`src/pkg/irq_hazard_consts.svh`:
```
// constants for the interrupt request hazard block
`ifndef IRQ_HAZARD_CONSTS_SVH
`define IRQ_HAZARD_CONSTS_SVH

// edge sensitivity codes per external line
`define EDGE_SEL_FALL 2'h0
`define EDGE_SEL_RISE 2'h1
`define EDGE_SEL_BOTH 2'h2
`define EDGE_SEL_NONE 2'h3

// vector addresses: reset at the top, source n sits (n+1) steps below it
`define VEC_RESET_ADDR 16'hfffe
`define VEC_STEP 16'h0002

// priority level width and flags word width
`define LEVEL_W 2
`define CCW_W 8

`endif

```
`src/pkg/irq_hazard_pkg.sv`:
```
// types shared by the interrupt request hazard block
`include "irq_hazard_consts.svh"

package irq_hazard_pkg;

    typedef enum logic [1:0] {
        EDGE_FALL = `EDGE_SEL_FALL,
        EDGE_RISE = `EDGE_SEL_RISE,
        EDGE_BOTH = `EDGE_SEL_BOTH,
        EDGE_NONE = `EDGE_SEL_NONE
    } edge_sel_t;

    // what the cpu core tells the controller each cycle
    typedef struct packed {
        logic flags_restore_exec;
        logic in_handler;
        logic nested;
        logic global_mask;
        logic [`LEVEL_W-1:0] cur_level;
        logic vector_ack;
    } cpu_status_t;

    // write port onto the condition_code_word
    typedef struct packed {
        logic wr;
        logic [`CCW_W-1:0] data;
    } ccw_wr_t;

endpackage : irq_hazard_pkg

```
`src/verilog/ext_edge_detect.sv`:
```
// external interrupt pin synchroniser and blankable edge detector
`timescale 1ns/1ps

module ext_edge_detect
(
    input wire logic i_clock,
    input wire logic i_reset_n,
    input wire logic i_pin,
    input wire irq_hazard_pkg::edge_sel_t i_edge_sel,
    input wire logic i_blank,
    output logic o_edge,
    output logic o_level
);
    import irq_hazard_pkg::*;

    logic sync1_ff;
    logic sync2_ff;
    logic prev_ff;
    logic rise;
    logic fall;
    logic raw;

    always_ff @(posedge i_clock or negedge i_reset_n)
    begin
        if (!i_reset_n)
        begin
            sync1_ff <= 1'b0;
            sync2_ff <= 1'b0;
            prev_ff <= 1'b0;
        end
        else
        begin
            sync1_ff <= i_pin;
            sync2_ff <= sync1_ff;
            prev_ff <= sync2_ff;
        end
    end

    assign rise = sync2_ff & ~prev_ff;
    assign fall = ~sync2_ff & prev_ff;

    always_comb
    begin
        unique case (i_edge_sel)
            EDGE_FALL: raw = fall;
            EDGE_RISE: raw = rise;
            EDGE_BOTH: raw = rise | fall;
            EDGE_NONE: raw = 1'b0;
        endcase
    end

    // blanked for the access cycle so a config change cannot fake an edge
    assign o_edge = raw & ~i_blank;
    assign o_level = sync2_ff;
endmodule : ext_edge_detect

```
`src/verilog/interrupt_request_hazards.sv`:
```
// interrupt request logic with blanked edge detectors and flag hazards
`timescale 1ns/1ps
`include "irq_hazard_consts.svh"

module interrupt_request_hazards
#(
    parameter int NEXT = 4,
    parameter int NINT = 4
)
(
    input wire logic i_clock,
    input wire logic i_reset_n,
    input wire logic [NEXT-1:0] i_ext_pin,
    input wire irq_hazard_pkg::edge_sel_t i_edge_sel [NEXT],
    input wire logic [NEXT-1:0] i_cfg_access,
    input wire logic [NINT-1:0] i_int_event,
    input wire logic [NEXT+NINT-1:0] i_src_enable,
    input wire logic [NEXT+NINT-1:0] i_clear,
    input wire logic [(NEXT+NINT)*`LEVEL_W-1:0] i_src_level,
    input wire irq_hazard_pkg::cpu_status_t i_cpu,
    input wire logic [`CCW_W-1:0] i_ccw,
    output logic o_irq,
    output logic [15:0] o_vector,
    output irq_hazard_pkg::ccw_wr_t o_ccw,
    output logic [NEXT-1:0] o_pin_level,
    output logic [NEXT+NINT-1:0] o_pending
);
    import irq_hazard_pkg::*;

    localparam int NSRC = NEXT + NINT;
    localparam int IW = (NSRC > 1) ? $clog2(NSRC) : 1;

    logic [NEXT-1:0] ext_edge;
    logic [NSRC-1:0] set_vec;
    logic [NSRC-1:0] clr_vec;
    logic [NSRC-1:0] pend_ff;
    logic [NSRC-1:0] live;
    logic [NSRC-1:0] unsafe;
    logic [NSRC-1:0] rise_vec;
    logic [IW-1:0] grant_ff;
    logic grant_ok_ff;
    logic bad_ff;
    logic new_req;
    logic hazard;
    logic restore_hit;
    logic [IW:0] first;
    logic [15:0] vector_ff;
    ccw_wr_t ccw_ff;

    // lowest index wins among live requests
    function automatic logic [IW:0] pick_first(input logic [NSRC-1:0] req);
        logic [IW:0] res;
        res = '0;
        for (int k = NSRC - 1; k >= 0; k--)
        begin
            if (req[k])
            begin
                res = {1'b1, IW'(k)};
            end
        end
        return res;
    endfunction : pick_first

    function automatic logic [15:0] vec_of(input logic [IW-1:0] idx);
        return `VEC_RESET_ADDR - (16'(idx) + 16'h0001) * `VEC_STEP;
    endfunction : vec_of

    for (genvar g = 0; g < NEXT; g++)
    begin : g_ext
        ext_edge_detect u_det
        (
            .i_clock(i_clock),
            .i_reset_n(i_reset_n),
            .i_pin(i_ext_pin[g]),
            .i_edge_sel(i_edge_sel[g]),
            .i_blank(i_cfg_access[g]),
            .o_edge(ext_edge[g]),
            .o_level(o_pin_level[g])
        );
    end

    assign set_vec = {i_int_event, ext_edge};
    assign rise_vec = set_vec & ~pend_ff;
    assign new_req = |rise_vec;
    assign live = pend_ff & i_src_enable;
    assign first = pick_first(live);
    // a masked core cannot take the request, so the restore keeps the source id
    assign restore_hit = i_cpu.flags_restore_exec && new_req && !i_cpu.global_mask;

    // a vector ack clears only the source it was granted for
    always_comb
    begin
        clr_vec = i_clear;
        if (i_cpu.vector_ack && grant_ok_ff && !bad_ff)
        begin
            clr_vec[grant_ff] = 1'b1;
        end
    end

    // set wins over clear so a coincident edge is never lost
    always_ff @(posedge i_clock or negedge i_reset_n)
    begin
        if (!i_reset_n)
        begin
            pend_ff <= '0;
        end
        else
        begin
            pend_ff <= (pend_ff & ~clr_vec) | set_vec;
        end
    end

    // recognition while flags are being restored loses the source id
    always_ff @(posedge i_clock or negedge i_reset_n)
    begin
        if (!i_reset_n)
        begin
            bad_ff <= 1'b0;
        end
        else if (restore_hit)
        begin
            bad_ff <= 1'b1;
        end
        else if (i_cpu.vector_ack)
        begin
            bad_ff <= 1'b0;
        end
    end

    always_ff @(posedge i_clock or negedge i_reset_n)
    begin
        if (!i_reset_n)
        begin
            grant_ff <= '0;
            grant_ok_ff <= 1'b0;
            vector_ff <= `VEC_RESET_ADDR;
        end
        else
        begin
            {grant_ok_ff, grant_ff} <= first;
            if (restore_hit || (bad_ff && !i_cpu.vector_ack))
            begin
                vector_ff <= `VEC_RESET_ADDR;
            end
            else
            begin
                vector_ff <= vec_of(first[IW-1:0]);
            end
        end
    end

    // a clear is harmless in a handler (nested: only at >= level), on a disabled source,
    // or under the global mask, which is what the bracketing sequence in software relies on
    always_comb
    begin
        for (int k = 0; k < NSRC; k++)
        begin
            unsafe[k] = i_src_enable[k] && !i_cpu.global_mask
                && !(i_cpu.in_handler && (!i_cpu.nested
                || i_cpu.cur_level >= i_src_level[k*`LEVEL_W +: `LEVEL_W]));
        end
    end

    assign hazard = |(rise_vec & i_clear & unsafe);

    // the corruption is modelled as a deterministic inversion so tests can see it
    always_ff @(posedge i_clock or negedge i_reset_n)
    begin
        if (!i_reset_n)
        begin
            ccw_ff <= '0;
        end
        else
        begin
            ccw_ff.wr <= hazard;
            ccw_ff.data <= hazard ? ~i_ccw : ccw_ff.data;
        end
    end

    // software must mask before restoring flags; the controller does not guard it
    assign o_irq = (|live) && !i_cpu.global_mask;
    assign o_vector = vector_ff;
    assign o_ccw = ccw_ff;
    assign o_pending = pend_ff;
endmodule : interrupt_request_hazards

```
`config.mk`:
```
export PLATFORM = sky130hd
export DESIGN_NAME = interrupt_request_hazards
export DESIGN_NICKNAME = d
export VERILOG_FILES = /design/src/pkg/irq_hazard_pkg.sv /design/src/verilog/ext_edge_detect.sv /design/src/verilog/interrupt_request_hazards.sv
export VERILOG_INCLUDE_DIRS = /design/src /design/src/pkg
export SDC_FILE = /design/constraint.sdc
export NUM_CORES = 1
export LEC_CHECK = 0
export ABC_AREA = 1
export BUFFER_PORTS_ARGS = -buffer_cell sky130_fd_sc_hd__buf_2
export CAP_MARGIN = 5
export CORE_UTILIZATION = 40
export CTS_CLUSTER_DIAMETER = 200
export DETAILED_ROUTE_END_ITERATION = 10
export HOLD_SLACK_MARGIN = 0.02
export PLACE_DENSITY = 0.69
export SETUP_SLACK_MARGIN = 0.02
export SLEW_MARGIN = 20
export SYNTH_ARGS = -nofsm -noshare
export SYNTH_HDL_FRONTEND = slang
export SYNTH_SLANG_ARGS = --single-unit
```
`constraint.sdc`:
```
create_clock -name i_clock -period 2.19 [get_ports i_clock]
set_input_delay 0.219 -clock i_clock [delete_from_list [all_inputs] [get_ports i_clock]]
set_output_delay 0.219 -clock i_clock [all_outputs]
set_load 0.005 [all_outputs]
```
* Word-level counts from Yosys, hierarchy flattened
Index checks and enable logic that the tools add are counted.
** Word-level totals
- Bits in registers :: 50
- Latch bits :: 0
- Bits in writable memories :: 0
- Bits in read-only memories :: 0
- Output and inout port bits :: 38
- Logic and storage cells :: 159
- Memories kept :: 0
** Operators by class
- Add/subtract/negate cells :: 2
- Multipliers :: 0
- Div/mod/pow operators :: 0
- Order comparisons :: 10
- Eq/ne operators :: 12
- Shift operators :: 0
- Muxes and demuxes :: 18
- Bitwise operators :: 38
- Reduce and logical (&&, ||, !) cells :: 60
** Operators with widths (count)
- $and 8x8->8 :: 5
- $mux 4 :: 8
- $logic_and 1x1->1 :: 31
- $not 8->8 :: 3
- $reduce_or 8->1 :: 3
- $eq 2x2->1 const B :: 8
- $ge 2x2->1 :: 8
- $mux 16 :: 1
- $or 8x8->8 :: 2
- $pmux 1 s4 :: 4
- $and 1x1->1 :: 12
- $logic_not 1->1 :: 12
- $not 1->1 :: 12
- $logic_or 1x1->1 :: 9
- $eq 2x1->1 const B :: 4
- $logic_not 2->1 :: 4
- $mux 8 :: 1
- $sub 2x6->7 const A :: 1
- $add 3x1->4 const B :: 1
- $lt 3x4->1 const B :: 1
- $or 1x1->1 :: 4
- $demux 1 s3 :: 1
- $ge 3x1->1 const B :: 1
- $mux 1 :: 3
- $reduce_bool 2->1 :: 1

* Longest topological paths before layout
Gate-level depths: netlist of run 1.
- Depth after elaboration :: 12
- Depth in mapped cells :: 14

* Hierarchy
A second synthesis of run 1 with hierarchy kept.
** Second synthesis, totals
- Cells, all modules :: 334
- Area, all modules :: 2489.9 µm²
** By module, submodules not included
- interrupt_request_hazards :: times used 1, cells each 262, area each 1889.3 µm²
- ext_edge_detect :: times used 4, cells each 18, area each 150.1 µm²

* Least setup slack after synthesis of run 1
OpenSTA, ideal clock, no wires.
- Path type :: register to register
- From :: register g_ext[3].u_det.sync2_ff
- To :: register ccw_ff (netlist bit o_ccw[0])
- Arrival :: 1.340 ns
- Required time :: 2.073 ns
- Slack :: 0.733 ns
- Stages on the path, launching flop included :: 10
- Clock period less this slack :: 1.457 ns
- Path through :: dfrtp_1 > ha_1 > a21oi_1 > nand3_1 > nor2_1 > nand2_1 > nand2_1 > nor2_4 > nand3_1 > nand2_1
** On the way
- Word-level cells in the longest chain between the ends :: 9
** RTL lines
- start: declaration :: RTL line ext_edge_detect.sv:17 : logic sync2_ff;
- start signal: assignment :: RTL line ext_edge_detect.sv:34 : sync2_ff <= sync1_ff;
- $not 1->1 :: RTL line ext_edge_detect.sv:40 : assign fall = ~sync2_ff & prev_ff;
- $and 1x1->1 :: RTL line ext_edge_detect.sv:40
- $or 1x1->1 :: RTL line ext_edge_detect.sv:47 : EDGE_BOTH: raw = rise | fall;
- $pmux 1 s4 (*) :: RTL line ext_edge_detect.sv:44 : unique case (i_edge_sel)
- $and 1x1->1 (*) :: RTL line ext_edge_detect.sv:53 : assign o_edge = raw & ~i_blank;
- $and 8x8->8 (*) :: RTL line interrupt_request_hazards.sv:83 : assign rise_vec = set_vec & ~pend_ff;
- $and 8x8->8 (*) (2 in series) :: RTL line interrupt_request_hazards.sv:164 : assign hazard = |(rise_vec & i_clear & unsafe);
- $reduce_or 8->1 (*) :: RTL line interrupt_request_hazards.sv:164
- end: declaration :: RTL line interrupt_request_hazards.sv:48 : ccw_wr_t ccw_ff;
Mark *: on every way between the ends. The rest lies on a longest branch, timed or not.
A chain may end at the register's enable or synchronous reset.

* Worst setup path in the final report of run 1
- From :: register g_ext[3].u_det.sync2_ff
- To :: register ccw_ff (netlist bit o_ccw[4])
Same word-level chain as after synthesis.

==> out/results.md, run 1 <==
| Result | Reported |
| --- | --- |
| Worst setup path start | g_ext[3].u_det.o_level |
| Accumulated negative setup slack | 0 ns |
| Total Nets Final | 537 |
| Most used DFF post-synth | sky130_fd_sc_hd__dfrtp_1 |
| Worst-margin pin slew | 0.8294 ns |
| Number of clock buffers inserted by TritonCTS | 5 |
| Clock share of power | 34.2% |
| Proportion of power drawn by flip-flops and latches | 41.9% |
| Yosys top cell area share | 33.04% |
| Area of the mapped netlist | 2575 um^2 |
| Internal power component | 0.001539 W |
| Maximum count of clock buffers along a single path | 2 |
| Fin crit period | 1.656 ns |
| Result of the run | finished clean |
| Area growth, synth to finish | 24.83% |
| Part of the Yosys area used for sequential elements | 37.12% |
| Clock skew | 0.007463 ns |
| Number of top-level pins | 107 |
| Count leader, synth | sky130_fd_sc_hd__nand2_1 |
| Crit path DAT | 1.83 ns |
| Largest net degree at the start of global routing | 39 |
| Average size of a mapped cell | 7.421 um^2 |
| Dpl hpwl | 4736 um |
| Type of the most critical hold path | input pin to async pin |
| Max cap viols | 0 |
| YS warnings | 0 |
| Gates resized, CTS repair | 0 |
| Count of antenna diodes in the layout | 0 |
| Synth top area cells | sky130_fd_sc_hd__dfrtp_1 (33%), sky130_fd_sc_hd__nand2_1 (14%), sky130_fd_sc_hd__ha_1 (12%) |
| Startpoint of the most critical register-to-register path | g_ext[3].u_det.o_level |
| Die Wd | 82.24 um |
| Clock tree from TritonCTS | built |
| Startpoint-to-endpoint class of the critical path | flop to flop |
| Final setup violation count | 0 |
| Hold Fails Final Rpt | 0 |
| Placement Rows | 28 |
| Via count normalized by instance count | 4.549 |
| Clk pin slew, worst setup/hold paths | 0.07 ns |
| Count of flip-flops with a built-in enable after synthesis | 0 |
| H-tree depth | 2 |
| Cells traversed along the worst timing path | ha_1, a21oi_1, nand3_1, nor2_1, nand2_1, nand2_1, nor2_4, nand3_1, nand2_1 |
| Post-CTS setup-driven buffer insertion count | 0 |
| Die height | 82.24 um |
| Number of antenna violations at the first check in global routing | 0 |
| Worst hold slack after final layout | 0.02205 ns |
| Worst-path cell with the longest stage delay | sky130_fd_sc_hd__dfrtp_1 |
| Clock latency at the later pin of the worst-skew pair | 0.29 ns |
| Fraction of layout instances using a drive strength above 1 | 26.58% |
| Number of remaining DRC errors | 0 |
| Power share of the combinational group | 24.0% |
| Power Density | 667.7 nW/um^2 |
| Remaining max-slew budget at the tightest pin | 44.71% |
| Required time at the worst-slack endpoint | 2.37 ns |
| DR WL/cell | 11.15 um |
| Largest stage delay on the critical path | 0.41 ns |
| Overall routing resource usage | 18.39% |
| Seq cells post-synth | 38 |
| Pins over their slew limit | 0 |
| Sink Count | 38 |
| Total detailed-routing wirelength | 5785 um |
| Router iterations before antenna repair | 4 |
| Cell depth of the worst flop-to-flop path | 9 |
| Antenna violation net count after detailed routing | 0 |
| Total via count after detailed routing | 2361 |
| Initial standard-cell utilization of the core | 42.49% |
| Top cell by count, worst path | sky130_fd_sc_hd__nand2_1 |
| Number of DRC violations after detailed-routing iteration 0 | 48 |
| Number of different library cells in the post-synthesis netlist | 25 |
| Residual overflow from global routing | 0 |
| Cell count after synthesis | 347 |
| Critical path peak fanout | 8 |
| Launching element type of the critical path | flop |
| Fmax | 604.0 MHz |
| Total of fill cells in the finished design | 603 |
| Buffer type at the clock tree root | sky130_fd_sc_hd__clkbuf_8 |
| Unrepaired setup endpoints after global routing | false |
| CP Depth | 9 |
| Leak | 1.957 nW |
| Number of global-route vias before repair | 2200 |
| Core ar. | 6061 um^2 |
| Weighted congestion reported at the end of routability-driven placement | 0.8769 |
| Largest delay contributor family on the critical path | simple AND/OR/NAND/NOR gates |
| Net switching component of the power | 0.0006067 W |
| Count of input and output buffers | 94 |
| Final worst path period share | 75.61% |
| Area of the multi-input gates | 1272 um^2 |
| Utilization of the core after routing | 53.03% |
| Switching power share of the total | 28.27% |
| Overall die area | 6763 um^2 |
| Buffer and inverter count on the worst path | 0 |
| Maximum vdd drop | 0.0003869 V |
| Post-synth top cells | sky130_fd_sc_hd__nand2_1 (98), sky130_fd_sc_hd__inv_1 (67), sky130_fd_sc_hd__dfrtp_1 (34), sky130_fd_sc_hd__nor2_1 (34), sky130_fd_sc_hd__ha_1 (25) |
| Category of the worst setup path capture point | flop |
| First-pass GRT wire length | 9315 um |
| Post-synth ARST share | 100.0% |
| Area used by sequential logic in the layout | 955.9 um^2 |
| Largest area contributor in the synthesized netlist | sky130_fd_sc_hd__dfrtp_1 |
| Hold-fix buffer count after cts | 2 |
[final cells by class]
type,instances,area share [%]
multi-input combinational,233,39.59
timing repair buffer,96,15.26
clock buffer,6,2.569
sequential,38,29.74
clock inverter,2,1.868
tap,75,2.919
inverter,69,8.058
[cells in the final DEF, fill, tap and decap left out]
master,instances
sky130_fd_sc_hd__ha_1,25
sky130_fd_sc_hd__o21ai_0,7
sky130_fd_sc_hd__nor2_4,1
sky130_fd_sc_hd__conb_1,12
sky130_fd_sc_hd__nand3_4,1
sky130_fd_sc_hd__nor2_8,1
sky130_fd_sc_hd__dfstp_2,4
sky130_fd_sc_hd__nand3_2,3
sky130_fd_sc_hd__nand4_1,5
sky130_fd_sc_hd__nor2_1,34
sky130_fd_sc_hd__inv_2,2
sky130_fd_sc_hd__o41ai_1,6
sky130_fd_sc_hd__a21oi_1,7
sky130_fd_sc_hd__inv_1,67
sky130_fd_sc_hd__nor4_1,2
sky130_fd_sc_hd__clkbuf_8,6
sky130_fd_sc_hd__buf_2,94
sky130_fd_sc_hd__nand3_1,22
sky130_fd_sc_hd__nand2_2,3
sky130_fd_sc_hd__o21bai_1,2
sky130_fd_sc_hd__or2_2,1
sky130_fd_sc_hd__xnor2_1,1
sky130_fd_sc_hd__dfrtp_1,34
sky130_fd_sc_hd__bufinv_16,2
sky130_fd_sc_hd__o31ai_1,2
sky130_fd_sc_hd__nand2_1,98
sky130_fd_sc_hd__dlygate4sd3_1,2
[power by group through the flow]
stage | clock network [W] | logic [W] | registers [W]
global route | 0.000774 | 0.000602 | 0.000914
finish | 0.000733 | 0.000514 | 0.000899
CTS | 0.000745 | 0.000522 | 0.000899
global placement | 0 | 0.000503 | 0.000911
floorplan | 0 | 0.000291 | 0.000908
detailed placement | 0 | 0.000516 | 0.000912
[per-layer routing]
layer,GRT usage (%),up-vias,routed length (um)
met1,22.30,1017,2630
met2,31.07,88,2620
met3,3.846,15,384
li1,-,1241,-
met5,0,-,0
met4,8.596,0,150
[worst paths after layout]
check	end	slack, ns
max	o_ccw[4]	0.53
min	g_ext[2].u_det.prev_ff	0.02
max reg2reg	o_ccw[4]	0.53
min reg2reg	g_ext[1].u_det.o_level	0.35
max in group asynchronous	g_ext[1].u_det.sync1_ff	1.64
min in group i_clock	g_ext[3].u_det.sync1_ff	0.04
[flip-flops by register name, summed over array words and instances (netlist names)]
signal and flops:
o_ccw 9, o_pending 8, g_ext.u_det.o_level 4, g_ext.u_det.prev_ff 4, g_ext.u_det.sync1_ff 4, o_vector 4, grant_ff 3, bad_ff 1
grant_ok_ff 1
[stage by stage]
stage	std cells	setup slack (ns)	cell area (um^2)	power, W
2_1_floorplan	357	0.7335	2613	0.001199
3_3_place_gp	509	0.5066	3052	0.001414
3_5_place_dp	509	0.4609	3052	0.001428
4_1_cts	519	0.5141	3214	0.002166
5_1_grt	519	0.3367	3214	0.002290
6_report	519	0.5342	3214	0.002146
[logic make-up (layout without fill, tap and decap cells)]
family,after synthesis,after routing,share of synthesized area [%]
simple gates,171,171,29.25
buf+inv,86,173,14.92
flops,38,38,37.12
fa+ha+maj,25,25,12.15
compound gates,24,24,5.927
other cells,2,12,0.2917
xor+xnor,1,1,0.3402
[worst reg2reg max path, delay by kind of cell, from the launching register on]
kind / cells / cell delay, ns
AO/OA/AOI/OAI: 1 / 0.21
adder cells (fa/ha/maj): 1 / 0.28
flip-flops: 1 / 0.41
AND/OR/NAND/NOR: 7 / 0.64
Power figures use the tool's default switching activity.
==> inputs of run 2 (changes only) <==
- ABC_AREA: 1 -> 0
- PLACE_DENSITY: 0.69 -> 0.73
- clock period: 2.19 -> 1.5 ns (I/O delays scaled with it)
==> run 2 against run 1 <==
The run now ends with setup timing left. Die area shrank 8.0%. First-iteration DRC count grew 31%. Total power grew 50%. Clock-buffer cell count shrank 1. Cell count shrank 12%. Via count shrank 7.5%. Sequential power grew 46%. Global-route usage grew 1.8 points. Clock skew is essentially flat.
==> out/results.md, run 2 <==
| Result | Reported |
| --- | --- |
| Number of different library cells in the post-synthesis netlist | 41 |
| Crit path DAT | 2.22 ns |
| Number of clock buffers inserted by TritonCTS | 5 |
| Destination of the worst hold path | o_ccw[7] |
| Cell count after synthesis | 248 |
| Cell depth of the worst flop-to-flop path | 8 |
| Largest net degree at the start of global routing | 39 |
| R2r endpoint | o_vector[4] |
| Number of DRC violations after detailed-routing iteration 0 | 63 |
| Hold Fails Final Rpt | 0 |
| Startpoint of the most critical register-to-register path | g_ext[2].u_det.o_level |
| Post-DP Area | 3063 um^2 |
| Yosys top cell area share | 35.98% |
| Antenna violation net count after detailed routing | 0 |
| Number of antenna violations at the first check in global routing | 0 |
| Seq cells post-synth | 38 |
| Required time at the worst-slack endpoint | 1.72 ns |
| Total detailed-routing wirelength | 5841 um |
| Post-synth top cells | sky130_fd_sc_hd__inv_1 (44), sky130_fd_sc_hd__dfrtp_1 (34), sky130_fd_sc_hd__ha_1 (25) |
| Most common cell after layout, fill and taps aside | sky130_fd_sc_hd__buf_2 |
| Clk pin slew, worst setup/hold paths | 0.08 ns |
| Synth top area cells | sky130_fd_sc_hd__dfrtp_1 (36%), sky130_fd_sc_hd__ha_1 (13%), sky130_fd_sc_hd__inv_1 (7.0%) |
| Overall die area | 6224 um^2 |
| Category of the worst setup path capture point | flop |
| Count of flip-flops with a built-in enable after synthesis | 0 |
| Buffer type at the clock tree root | sky130_fd_sc_hd__clkbuf_8 |
| Highest-count cells in the layout ignoring fill and taps | sky130_fd_sc_hd__buf_2 (94), sky130_fd_sc_hd__inv_1 (43), sky130_fd_sc_hd__dfrtp_1 (34) |
| Count of input and output buffers | 94 |
| Max cap viols | 0 |
| Type of the most critical hold path | input pin to flop |
| Area of the mapped netlist | 2365 um^2 |
| Largest area contributor in the synthesized netlist | sky130_fd_sc_hd__dfrtp_1 |
| Power Density | 950.0 nW/um^2 |
| Fmax | 499.5 MHz |
| Startpoint-to-endpoint class of the critical path | flop to flop |
| Count of antenna diodes in the layout | 0 |
| Setup slack on the worst flop-to-flop path | -0.50 ns |
| YS warnings | 0 |
| Most used DFF post-synth | sky130_fd_sc_hd__dfrtp_1 |
| Core ar. | 5608 um^2 |
| H-tree depth | 2 |
| Router iterations before antenna repair | 4 |
| Launching element type of the critical path | flop |
| Overall routing resource usage | 20.17% |
| Number of top-level pins | 107 |
| Violations in the final reports | setup timing |
| Final worst path period share | 133.5% |
| Total Nets Final | 479 |
| Leak | 1.821 nW |
| Worst hold path cell count | 2 |
| Utilization of the core after routing | 60.62% |
| Die height | 78.89 um |
| Finished layout cell area | 3400 um^2 |
| Unrepaired setup endpoints after global routing | true |
| Post-synth ARST share | 100.0% |
| Hold Crit Start | i_ccw[7] |
| Part of the Yosys area used for sequential elements | 40.42% |
| First-pass GRT wire length | 9625 um |
| Count leader, synth | sky130_fd_sc_hd__inv_1 |
| Final setup violation count | 15 |
| Initial standard-cell utilization of the core | 42.17% |
| Average size of a mapped cell | 9.535 um^2 |
| Number of flip-flops under the largest register name | 9 |
| Placement Rows | 27 |
| Result of the run | finished with violations |
| Area growth, synth to finish | 43.76% |
| Weighted congestion reported at the end of routability-driven placement | 0.8689 |
| Fin crit period | 2.002 ns |
| Pins over their slew limit | 0 |
| Final critical-path setup slack | -0.5021 ns |
| Critical path peak fanout | 4 |
| Total via count after detailed routing | 2184 |
| Clock skew | 0.007565 ns |
| Number of remaining DRC errors | 0 |
| Maximum count of clock buffers along a single path | 2 |
| Via count normalized by instance count | 4.769 |
| DR WL/cell | 12.75 um |
| Sink Count | 38 |
| Dpl hpwl | 4557 um |
| Clock latency at the later pin of the worst-skew pair | 0.29 ns |
| Residual overflow from global routing | 0 |
| Fraction of layout instances using a drive strength above 1 | 40.67% |
| Maximum vdd drop | 0.0005783 V |
| Clock tree from TritonCTS | built |
| Number of global-route vias before repair | 2257 |
| Die Wd | 78.89 um |
[run 2: changes by cell type after synthesis, moves of 4 or more]
cell and change:
sky130_fd_sc_hd__a22oi_1 +4, sky130_fd_sc_hd__nand3_1 -19, sky130_fd_sc_hd__nor2_1 -24, sky130_fd_sc_hd__mux2i_1 +9
sky130_fd_sc_hd__nor2b_1 +5, sky130_fd_sc_hd__nand4b_1 +4, sky130_fd_sc_hd__nand3b_1 +12, sky130_fd_sc_hd__a31o_2 +4
sky130_fd_sc_hd__o41ai_1 -6, sky130_fd_sc_hd__inv_1 -23, sky130_fd_sc_hd__nand2_1 -81, sky130_fd_sc_hd__and4b_1 +4
[run 2: metrics by stage]
stage                     TNS, ns  power [W]  std cells  hold slack [ns]  setup slack, ns
after floorplan            -3.516   0.001712        258          -0.1456          -0.4108
after global placement     -5.267   0.002109        433           0.2244          -0.4704
after detailed placement   -5.857   0.002141        433           0.2293          -0.5662
after CTS                  -5.930   0.003246        454          0.02030          -0.5185
after global routing       -7.610   0.003440        458          0.02429          -0.6381
final                      -5.976   0.003230        458          0.02703          -0.5021
[run 2: power breakdown]
part	switching, W	leakage [nW]	internal (W)
Combinational	0.000412	1.31	0.000467
Sequential	0.0000967	0.440	0.00121
Clock	0.000379	0.0683	0.000666
[run 2: worst max-delay path by stage]
stage	from	slack, ns	depth (start not counted)	end
floorplan	g_ext[2].u_det.o_level	-0.41	8	o_vector[4]
global placement	g_ext[2].u_det.o_level	-0.47	8	o_vector[4]
detailed placement	g_ext[2].u_det.o_level	-0.57	8	o_vector[4]
CTS	g_ext[3].u_det.o_level	-0.52	7	o_vector[4]
global route	g_ext[2].u_det.o_level	-0.64	8	o_vector[4]
finish	g_ext[2].u_det.o_level	-0.50	8	o_vector[4]
[run 2: area by class of cell]
class	instances	area, um^2
clock buffer	5	68.82
clock inverter	3	68.82
fill	519	2208
inverter	44	165.2
multi-input combinational	157	1195
sequential	38	955.9
tap	72	90.09
timing repair buffer	139	855.8
[run 2: cell families after synthesis]
group,share of synthesized area [%]
AOI/OAI and AO/OA,11.38
muxes,4.444
buffers and inverters,12.59
xor gates and xnor gates,0.3704
adders and majority gates,13.23
DFF,40.42
and+or+nand+nor,17.25
other,0.3176
[run 2: worst max-delay path, stage by stage (launching register included)]
cell,delay (ns)
sky130_fd_sc_hd__dfrtp_1,0.39
sky130_fd_sc_hd__inv_1,0.06
sky130_fd_sc_hd__ha_2,0.16
sky130_fd_sc_hd__mux2_4,0.28
sky130_fd_sc_hd__o211ai_4,0.18
sky130_fd_sc_hd__o21ai_2,0.08
sky130_fd_sc_hd__nor4_2,0.17
sky130_fd_sc_hd__o32ai_2,0.12
sky130_fd_sc_hd__or4_1,0.48
[run 2: repair_timing]
item | CTS | global route
resized for setup | 10 | 3
pin swaps | 6 | 1
setup buffers | 5 | 2
hold buffers | 9 | 2
hold endpoints to repair | 42 | 2
setup endpoints to repair | 16 | 16
cloned | 0 | 0
[run 2: per-layer routing]
layer	share of wire [%]	wire [um]	GRT usage (%)	vias to the layer above
met3	7.5	440	5.977	17
li1	-	-	-	1087
met1	40	2341	21.88	999
met4	2.7	155	9.091	0
met5	0	0	0	-
met2	50	2904	36.09	81
